**src/verilog/rtcr_pkg.sv**
```systemverilog
/*
  constants, field layouts and carrier types for the indexed clock and calendar register block.
  assumes a host that reaches the block through two i/o port addresses and a 40 MHz system clock.
*/
// What this block does
// - eighty clock bytes: time, control, user RAM
// - all clock bytes host readable, writable but for read-only bits
// - C, D, A bit 7, seconds bit 7 read-only
// - index port then data port access
// - decode extended index map, reserved ranges inert
// - seconds and minutes count 0-59
// - hours hold AM/PM or 24-hour ranges
// - weekday cycles one to seven
// - date ranges one to thirty-one
// - month ranges one to twelve
// - year ranges zero to ninety-nine
// - host reads and sets time and alarm
// - control registers reachable during update
// - register A rate, divider, busy fields
// - rate select picks divider tap or none
// - rate select survives reset
// - rate select period table
// - format bit picks binary or decimal
// - hours format bit picks 24 or 12
// - alarm match per second with wildcards
package rtcr_pkg;

  // ----------------------------------------------------------------
  // host ports and index map
  // ----------------------------------------------------------------
  localparam logic [15:0] INDEX_PORT    = 16'h0070;
  localparam logic [15:0] DATA_PORT     = 16'h0071;
  localparam logic [7:0]  IDX_SEC       = 8'h00;
  localparam logic [7:0]  IDX_SEC_ALM   = 8'h01;
  localparam logic [7:0]  IDX_MIN       = 8'h02;
  localparam logic [7:0]  IDX_MIN_ALM   = 8'h03;
  localparam logic [7:0]  IDX_HOUR      = 8'h04;
  localparam logic [7:0]  IDX_HOUR_ALM  = 8'h05;
  localparam logic [7:0]  IDX_WDAY      = 8'h06;
  localparam logic [7:0]  IDX_MDAY      = 8'h07;
  localparam logic [7:0]  IDX_MONTH     = 8'h08;
  localparam logic [7:0]  IDX_YEAR      = 8'h09;
  localparam logic [7:0]  IDX_REG_A     = 8'h0a;
  localparam logic [7:0]  IDX_REG_B     = 8'h0b;
  localparam logic [7:0]  IDX_REG_C     = 8'h0c;
  localparam logic [7:0]  IDX_REG_D     = 8'h0d;
  localparam logic [7:0]  IDX_RAM_LAST  = 8'h3f;
  localparam logic [7:0]  IDX_XRAM_LAST = 8'h4f;
  localparam int          MEM_BYTES     = 80;

  // ----------------------------------------------------------------
  // register fields and fixed read values
  // ----------------------------------------------------------------
  localparam int          A_DVRST_BIT   = 6;
  localparam logic [1:0]  A_DV_FIXED    = 2'h2;
  localparam int          B_DSE_BIT     = 0;
  localparam int          B_H24_BIT     = 1;
  localparam int          B_DM_BIT      = 2;
  localparam int          B_UIE_BIT     = 4;
  localparam int          B_AIE_BIT     = 5;
  localparam int          B_PIE_BIT     = 6;
  localparam int          B_SET_BIT     = 7;
  localparam int          PM_BIT        = 7;
  localparam logic [1:0]  ALM_WILDCARD  = 2'h3;
  localparam logic [7:0]  C_READ        = 8'h00;
  localparam logic [7:0]  D_READ        = 8'h80;
  localparam logic [7:0]  RESERVED_READ = 8'hff;

  // ----------------------------------------------------------------
  // time base
  // ----------------------------------------------------------------
  localparam int          CLK_HZ        = 40000000;
  localparam int          TB_HZ         = 32768;
  localparam int          PRESCALE      = CLK_HZ / TB_HZ;
  localparam int          CHAIN_W       = 15;
  localparam logic [14:0] HALF_SECOND   = 15'h4000;
  localparam int          UIP_LEAD_US   = 244;
  localparam int          UIP_LEAD_TB   = (UIP_LEAD_US * TB_HZ + 999999) / 1000000;
  localparam logic [14:0] UIP_START     = 15'(32768 - UIP_LEAD_TB);
  localparam int          PRE_W         = 11;

  // ----------------------------------------------------------------
  // carriers
  // ----------------------------------------------------------------
  typedef struct packed {
    logic        rd;
    logic        wr;
    logic [15:0] addr;
    logic [7:0]  wdata;
  } rtcr_req_type;

  typedef struct packed {
    logic       valid;
    logic [7:0] data;
  } rtcr_rsp_type;

  typedef struct packed {
    logic update_done;
    logic alarm_match;
    logic periodic_tick;
  } rtcr_evt_type;

endpackage

```
**src/verilog/rtcr_top.sv**
```systemverilog
/*
  clock, calendar, alarm and standby RAM bytes behind an index port and a data port.
  assumes host strobes synchronous to sys_clk, one request per cycle at most.
*/
`timescale 1ns/100ps
module rtcr_top #(
  parameter int PRESCALE_CYCLES = rtcr_pkg::PRESCALE
) (
  // clock and reset
  input  wire logic                  sys_clk,
  input  wire logic                  rstn,
  // host port access
  input  wire rtcr_pkg::rtcr_req_type req,
  output      rtcr_pkg::rtcr_rsp_type rsp,
  // timing events
  output      rtcr_pkg::rtcr_evt_type evt
);
  import rtcr_pkg::*;

  // ----------------------------------------------------------------
  // state
  // ----------------------------------------------------------------
  // reset-cleared state
  typedef struct packed {
    logic [7:0]         index;
    logic [PRE_W-1:0]   pre;
    logic [CHAIN_W-1:0] chain;
    logic               update_in_progress_flag;
    logic               uie;
    logic               aie;
    logic               pie;
    rtcr_rsp_type       rsp;
    rtcr_evt_type       evt;
  } rtcr_state_type;

  // battery-held state: the reset pin must not touch it
  typedef struct packed {
    logic [MEM_BYTES-1:0][7:0] mem;
    logic [3:0]                rs;
    logic                      dvrst;
    logic                      set;
    logic                      dm;
    logic                      h24;
    logic                      dse;
  } rtcr_bat_type;

  rtcr_state_type st;
  rtcr_state_type next_st;
  rtcr_bat_type   bat;
  rtcr_bat_type   next_bat;

  logic             tb_tick;
  logic             sec_end;
  logic [CHAIN_W-1:0] tap_mask;
  logic [6:0]       s;
  logic [6:0]       m;
  logic [6:0]       h;
  logic [6:0]       wd;
  logic [6:0]       d;
  logic [6:0]       mo;
  logic [6:0]       y;
  logic [6:0]       hraw;
  logic [7:0]       nsec;
  logic [7:0]       nmin;
  logic [7:0]       nhour;
  logic [7:0]       widx;

  // ----------------------------------------------------------------
  // helpers
  // ----------------------------------------------------------------
  function automatic logic [6:0] to_bin(input logic [7:0] v, input logic bin);
    return bin ? v[6:0] : 7'(v[7:4] * 4'd10 + v[3:0]);
  endfunction

  function automatic logic [7:0] from_bin(input logic [6:0] v, input logic bin);
    return bin ? {1'b0, v} : {4'(v / 7'd10), 4'(v % 7'd10)};
  endfunction

  // leap every fourth year holds across the whole 0-99 span
  function automatic logic [6:0] days_in(input logic [6:0] mon, input logic [6:0] yr);
    case (mon)
      7'd2:    days_in = (yr[1:0] == 2'h0) ? 7'd29 : 7'd28;
      7'd4,
      7'd6,
      7'd9,
      7'd11:   days_in = 7'd30;
      default: days_in = 7'd31;
    endcase
  endfunction

  // period in time-base ticks is the returned mask plus one
  function automatic logic [CHAIN_W-1:0] rate_mask(input logic [3:0] rs);
    logic [3:0] k;
    k = 4'h0;
    case (rs)
      4'h1:    k = 4'h7;
      4'h2:    k = 4'h8;
      default: k = rs - 4'h1;
    endcase
    rate_mask = 15'((16'h0001 << k) - 16'h0001);
  endfunction

  function automatic logic alarm_hit(input logic [7:0] alm, input logic [7:0] cur);
    return (alm[7:6] == ALM_WILDCARD) || (alm == cur);
  endfunction

  function automatic logic is_mem(input logic [7:0] idx);
    return (idx <= IDX_YEAR) || ((idx > IDX_REG_D) && (idx <= IDX_XRAM_LAST));
  endfunction

  // ----------------------------------------------------------------
  // next state
  // ----------------------------------------------------------------
  always_comb begin
    next_st  = st;
    next_bat = bat;
    s        = 7'h00;
    m        = 7'h00;
    h        = 7'h00;
    wd       = 7'h00;
    d        = 7'h00;
    mo       = 7'h00;
    y        = 7'h00;
    hraw     = 7'h00;
    nsec     = bat.mem[IDX_SEC];
    nmin     = bat.mem[IDX_MIN];
    nhour    = bat.mem[IDX_HOUR];
    widx     = st.index;
    next_st.rsp.valid = 1'b0;
    next_st.evt       = '0;

    // time base and divider chain
    tb_tick     = (st.pre == PRE_W'(PRESCALE_CYCLES - 1));
    next_st.pre = tb_tick ? '0 : st.pre + 11'h001;
    if (bat.dvrst) begin
      // first update lands half a second after the divider is released
      next_st.chain = HALF_SECOND;
    end else if (tb_tick) begin
      next_st.chain = st.chain + 15'h0001;
    end
    sec_end = tb_tick && (&st.chain) && !bat.dvrst;

    tap_mask = rate_mask(bat.rs);
    if (tb_tick && !bat.dvrst && (bat.rs != 4'h0) && ((st.chain & tap_mask) == tap_mask)) begin
      next_st.evt.periodic_tick = 1'b1;
    end

    // busy flag rises a little ahead of the update and falls after it
    next_st.update_in_progress_flag = !bat.set && !bat.dvrst && (st.chain >= UIP_START);

    // once-per-second advance
    if (sec_end && !bat.set) begin
      s  = to_bin(bat.mem[IDX_SEC], bat.dm);
      m  = to_bin(bat.mem[IDX_MIN], bat.dm);
      wd = to_bin(bat.mem[IDX_WDAY], bat.dm);
      d  = to_bin(bat.mem[IDX_MDAY], bat.dm);
      mo = to_bin(bat.mem[IDX_MONTH], bat.dm);
      y  = to_bin(bat.mem[IDX_YEAR], bat.dm);
      if (bat.h24) begin
        h = to_bin(bat.mem[IDX_HOUR], bat.dm);
      end else begin
        hraw = to_bin({1'b0, bat.mem[IDX_HOUR][6:0]}, bat.dm);
        h    = ((hraw == 7'd12) ? 7'd0 : hraw) + (bat.mem[IDX_HOUR][PM_BIT] ? 7'd12 : 7'd0);
      end
      s = s + 7'd1;
      if (s >= 7'd60) begin
        s = 7'd0;
        m = m + 7'd1;
        if (m >= 7'd60) begin
          m = 7'd0;
          h = h + 7'd1;
          if (h >= 7'd24) begin
            h  = 7'd0;
            wd = (wd >= 7'd7) ? 7'd1 : wd + 7'd1;
            d  = d + 7'd1;
            if (d > days_in(mo, y)) begin
              d  = 7'd1;
              mo = mo + 7'd1;
              if (mo > 7'd12) begin
                mo = 7'd1;
                y  = (y >= 7'd99) ? 7'd0 : y + 7'd1;
              end
            end
          end
        end
      end
      nsec = from_bin(s, bat.dm);
      nmin = from_bin(m, bat.dm);
      if (bat.h24) begin
        nhour = from_bin(h, bat.dm);
      end else begin
        hraw  = (h % 7'd12 == 7'd0) ? 7'd12 : h % 7'd12;
        // 1-12 never reaches bit 7, so the PM mark can be or-ed in
        nhour = from_bin(hraw, bat.dm) | {(h >= 7'd12), 7'h00};
      end
      next_bat.mem[IDX_SEC]   = nsec;
      next_bat.mem[IDX_MIN]   = nmin;
      next_bat.mem[IDX_HOUR]  = nhour;
      next_bat.mem[IDX_WDAY]  = from_bin(wd, bat.dm);
      next_bat.mem[IDX_MDAY]  = from_bin(d, bat.dm);
      next_bat.mem[IDX_MONTH] = from_bin(mo, bat.dm);
      next_bat.mem[IDX_YEAR]  = from_bin(y, bat.dm);
      next_st.evt.update_done = 1'b1;
      // alarm hours compare raw, so the same AM/PM coding applies to both
      next_st.evt.alarm_match = alarm_hit(bat.mem[IDX_SEC_ALM], nsec) && alarm_hit(bat.mem[IDX_MIN_ALM], nmin) &&
                                alarm_hit(bat.mem[IDX_HOUR_ALM], nhour);
    end

    // host writes land after the update so a host set in the same cycle wins
    if (req.wr && (req.addr == INDEX_PORT)) begin
      next_st.index = req.wdata;
    end else if (req.wr && (req.addr == DATA_PORT)) begin
      case (widx)
        IDX_SEC: begin
          next_bat.mem[IDX_SEC] = {1'b0, req.wdata[6:0]};
        end
        IDX_REG_A: begin
          next_bat.rs    = req.wdata[3:0];
          next_bat.dvrst = req.wdata[A_DVRST_BIT];
        end
        IDX_REG_B: begin
          next_bat.set = req.wdata[B_SET_BIT];
          next_bat.dm  = req.wdata[B_DM_BIT];
          next_bat.h24 = req.wdata[B_H24_BIT];
          next_bat.dse = req.wdata[B_DSE_BIT];
          next_st.pie  = req.wdata[B_PIE_BIT];
          next_st.aie  = req.wdata[B_AIE_BIT];
          next_st.uie  = req.wdata[B_UIE_BIT] && !(req.wdata[B_SET_BIT] && !bat.set);
          if (req.wdata[B_SET_BIT]) begin
            next_st.update_in_progress_flag = 1'b0;
          end
        end
        IDX_REG_C,
        IDX_REG_D: begin
          next_st.index = st.index;
        end
        default: begin
          if (is_mem(widx)) begin
            next_bat.mem[widx[6:0]] = req.wdata;
          end
        end
      endcase
    end

    // host reads; other addresses leave the last answer standing
    if (req.rd && ((req.addr == INDEX_PORT) || (req.addr == DATA_PORT))) begin
      next_st.rsp.valid = 1'b1;
      next_st.rsp.data  = RESERVED_READ;
      if (req.addr == DATA_PORT) begin
        case (st.index)
          IDX_REG_A: next_st.rsp.data = {st.update_in_progress_flag, bat.dvrst, A_DV_FIXED, bat.rs};
          IDX_REG_B: next_st.rsp.data = {bat.set, st.pie, st.aie, st.uie, 1'b0, bat.dm, bat.h24, bat.dse};
          IDX_REG_C: next_st.rsp.data = C_READ;
          IDX_REG_D: next_st.rsp.data = D_READ;
          default: begin
            if (is_mem(st.index)) begin
              next_st.rsp.data = bat.mem[st.index[6:0]];
            end
          end
        endcase
      end
    end
  end

  // ----------------------------------------------------------------
  // registers
  // ----------------------------------------------------------------
  always_ff @(posedge sys_clk or negedge rstn) begin
    if (!rstn) begin
      st <= '0;
    end else begin
      st <= next_st;
    end
  end

  // no reset here: rate, format, divider and memory ride through the reset pin
  always_ff @(posedge sys_clk) begin
    bat <= next_bat;
  end

  assign rsp = st.rsp;
  assign evt = st.evt;

endmodule

```
**config.mk**
```make
export PLATFORM = sky130hd
export DESIGN_NAME = rtcr_top
export DESIGN_NICKNAME = d
export VERILOG_FILES = /design/src/verilog/rtcr_pkg.sv /design/src/verilog/rtcr_top.sv
export SDC_FILE = /design/constraint.sdc
export NUM_CORES = 1
export LEC_CHECK = 0
export ABC_CLOCK_PERIOD_IN_PS = 10700
export BUFFER_PORTS_ARGS = -buffer_cell sky130_fd_sc_hd__buf_2
export CORE_ASPECT_RATIO = 0.75
export CORE_MARGIN = 2
export CORE_UTILIZATION = 35
export CTS_CLUSTER_DIAMETER = 60
export CTS_CLUSTER_SIZE = 8
export DETAILED_ROUTE_END_ITERATION = 8
export SETUP_SLACK_MARGIN = 0.4
export SYNTH_ARGS = -nofsm -noshare
export SYNTH_HDL_FRONTEND = slang
export SYNTH_SLANG_ARGS = --single-unit
```
**constraint.sdc**
```tcl
create_clock -name sys_clk -period 10.7 [get_ports sys_clk]
set_input_delay 3.21 -clock sys_clk [delete_from_list [all_inputs] [get_ports sys_clk]]
set_output_delay 3.21 -clock sys_clk [all_outputs]
set_load 0.02 [all_outputs]
```
==> summary.md <==
| Metric | Value |
|---|---|
| # fillers | 9797 |
| Area Growth Syn to Fin | 12.26% |
| Die Width | 376.4 um |
| Switching Share | 20.53% |
| Postcts setup bufs | 0 |
| Core box area | 103100 um^2 |
| CTS sink cnt | 699 |
| CP max FO | 17 |
| Internal power | 4.739 mW |
| Critical path arrival | 9.00 ns |
| WS Path Type | flip-flop to flip-flop |
| Synth Flop Type | edfxtp_1 |
| Remaining Overflow, GRT | 0 |
| FF-to-FF setup slack | 2.23 ns |
| Via count | 27180 |
| RR Startpoint | bat[45] |
| Crit. Startpoint | bat[45] |
| Largest net degree at the start of global routing | 134 |
| CTS Buf Count | 98 |
| Vias in the first global route | 25050 |
| Syn Inst Count | 3114 |
| Hold-fix buffers, CTS | 0 |
| Worst vdd ir | 0.0001273 V |
| Async SR Flop Fraction | 7.153% |
| Flop and latch count out of synthesis | 699 |
| Critical Path Max Stage Delay | 0.57 ns |
| Initial drt markers | 3615 |
| Max_slew headroom | 9.591% |
| GP Congestion | 0.9056 |
| Power Dens Cells | 145.9 nW/um^2 |
| Reg power frac | 49.8% |
| Post-synth cell types | 107 |
| Worst-Skew Late Latency | 0.66 ns |
| Worst Tran Pin Value | 1.356 ns |
| P_sw | 1.224 mW |
| RSZ-0062 raised after global routing | no |
| Die area | 106600 um^2 |
| CTS H-tree depth | 3 |
| Fin. max-slew vios | 0 |
| Drt pass-1 iters | 6 |
| Worst slack, placed | 2.375 ns |
| Root buffer cell | clkbuf_16 |
| Initial antenna violation count | 3 |
| EDFF count, synth | 593 |
| Dpl hpwl | 71200 um |
| All-Layer GR Usage | 20.25% |
| Via density per instance | 5.969 |
| CTS tree | built |
| Min-Delay Startpoint | rsp[2] |
| Worst setup endpoint | bat[67] |
| Combinational share of power | 1.4% |
| Die extent in y | 283.3 um |
| First-pass GRT wire length | 165100 um |
| Initial core utilization | 35.30% |
| Most Frequent Cell on Critical Path | ha_1 |
| Worst-case reg-to-reg path depth | 31 |
| Master of the slowest instance on the critical path | o22a_1 |
| # IOs | 40 |
| Ant diodes | 0 |
| Placement Rows | 102 |
| Mapped cell area | 36400 um^2 |
| Crit path time final | 8.465 ns |
| Max Root-Sink Buffers | 3 |
| Share of cells above drive strength 1 | 12.28% |
| Setup crit end kind | flip-flop |
| Tcrit/Tclk final | 79.11% |
| Port bufs | 39 |
| Max cap viols | 0 |
| Setup TNS | 0 ns |
| Max Fclk | 118.1 MHz |
| Antenna Nets Post-Route | 0 |
| Final hold viol count | 0 |
| Remaining DRCs | 0 |
| Clock share of power | 48.8% |
| Hold WC Path Type | flip-flop to flip-flop |
| Routed len/inst | 24.33 um |
| Seq/Total Area, Yosys | 55.44% |
| Count of final setup violators | 0 |
| Outcome | finished, final reports clean |
| Startpoint Class | flip-flop |
| Data required, critical path | 11.23 ns |
| Final WL | 110800 um |
| Leak | 13.62 nW |
| Worst-case clock skew | 0.03126 ns |
| CTS resizes | 0 |
| Worst reg2reg path endpoint | bat[67] |
| Synthesis warning total | 0 |
| Total Power | 5.964 mW |
| Nets | 3244 |
| Worst Slack Setup Final | 2.235 ns |
| Avg Inst Size Synth | 11.69 um^2 |
| Clock slew at reported path FFs | 0.05 ns |
logic make-up (layout without fill, tap and decap cells):
group,Yosys count,count (layout),synth area share [%]
xor+xnor,91,91,2.190
other cells,1,32,0.01030
fa+ha+maj,95,95,3.547
mux,220,220,7.545
flops,699,699,55.44
compound gates,912,912,17.74
buf+inv,250,306,2.801
simple gates,846,846,10.73
worst max-delay path: cells and delay by family (launching register included):
family	cells	cell delay, ns
flops	1	0.55
fa+ha+maj	5	1.74
mux	1	0.34
simple gates	6	1.10
compound gates	16	3.92
buf+inv	3	0.69
worst min path at each step:
stage | cells after the start | to | slack [ns]
floorplan | 2 | rsp[0] | 0.45
global route | 1 | rsp[5] | 0.51
global placement | 2 | rsp[3] | 0.46
finish | 2 | rsp[2] | 0.47
CTS | 2 | rsp[2] | 0.48
detailed placement | 2 | rsp[2] | 0.47
power by group through the flow:
stage	clock network [mW]	logic [mW]	registers (mW)
floorplan	0	0.0153	3.02
global placement	0	0.0793	3.02
detailed placement	0	0.0803	3.02
CTS	2.94	0.0806	2.97
global route	3.05	0.0871	2.97
finish	2.91	0.0814	2.97
synthesized netlist by cell type (21+ instances only):
cell      instances  area (um^2)
a211oi_1         41        307.8
a21o_1           21        157.7
a21oi_1         207         1036
a221o_1          33        330.3
a221oi_1         71        621.9
a22o_1           23        201.4
a22oi_1          63        473.0
and3_1           25        156.4
buf_1            41        153.9
clkbuf_1        130        488.0
dfrtp_1          50         1251
dfxtp_1          56         1121
edfxtp_1        593        17810
ha_1             76        950.9
inv_1            47        176.4
mux2_2          114         1284
mux2i_1          73        730.7
mux4_2           32        720.7
nand2_1         209        784.5
nand2b_1         21        131.4
nand3_1          54        270.3
nand4_1          30        187.7
nor2_1          331         1242
nor3_1           57        285.3
o211ai_1         31        232.7
o21ai_0         133        665.6
o22ai_1          49        306.5
xnor2_1          51        446.7
xor2_1           40        350.3
placed cells by master (no fill, tap or decap), types with 20 or more instances in the layout:
cell | synthesis | routed
a22oi_1 | 63 | 63
dfxtp_1 | 56 | 56
conb_1 | 1 | 32
nand2b_1 | 21 | 21
o22ai_1 | 49 | 49
buf_4 | 17 | 47
edfxtp_1 | 593 | 593
clkbuf_16 | 0 | 100
buf_2 | 13 | 32
nand4_1 | 30 | 30
o211ai_1 | 31 | 31
mux4_2 | 32 | 32
a31oi_1 | 20 | 20
nand2_1 | 209 | 208
mux2i_1 | 73 | 73
and3_1 | 25 | 25
xor2_1 | 40 | 40
a21oi_1 | 207 | 207
a211oi_1 | 41 | 41
dfrtp_1 | 50 | 47
clkbuf_1 | 130 | 68
a21o_1 | 21 | 21
o31ai_1 | 20 | 20
a221o_1 | 33 | 33
a22o_1 | 23 | 23
inv_1 | 47 | 46
nor2_1 | 331 | 328
o21ai_0 | 133 | 133
ha_1 | 76 | 76
xnor2_1 | 51 | 51
a221oi_1 | 71 | 71
nand3_1 | 54 | 54
mux2_2 | 114 | 114
nor3_1 | 57 | 56
routing by layer:
metal | global-route usage, % | up-vias | wire length, um
met2 | 27.38 | 1356 | 44550
met5 | 0 | - | 13
met4 | 3.920 | 2 | 1781
li1 | - | 12210 | -
met3 | 5.566 | 146 | 12460
met1 | 31.89 | 13460 | 51990
stage by stage:
| step | instance area [um^2] | cells | hold WS [ns] | util [%] |
|---|---|---|---|---|
| global placement | 38000 | 4377 | 0.4643 | 36.85 |
| CTS | 40860 | 4553 | 0.4803 | 39.63 |
| detailed placement | 38000 | 4377 | 0.4702 | 36.85 |
| finish | 40860 | 4553 | 0.4730 | 39.63 |
| global route | 40860 | 4553 | 0.5150 | 39.63 |
| floorplan | 36520 | 3145 | 0.4510 | - |
registers in the layout (all words and copies together) (netlist names):
signal,cells
evt,3
st,30
rsp,9
bat,649
widx,8
layout make-up:
| class | instances | area [um^2] | area share [%] |
|---|---|---|---|
| Tap cell | 1352 | 1692 | 4.140 |
| Sequential cell | 699 | 20190 | 49.41 |
| Clock buffer | 168 | 2758 | 6.748 |
| Inverter | 48 | 180.2 | 0.4409 |
| Multi-Input combinational cell | 2196 | 15370 | 37.61 |
| Timing Repair Buffer | 82 | 573.1 | 1.402 |
| Clock inverter | 8 | 103.9 | 0.2541 |
(Power assumes the default switching activity.)
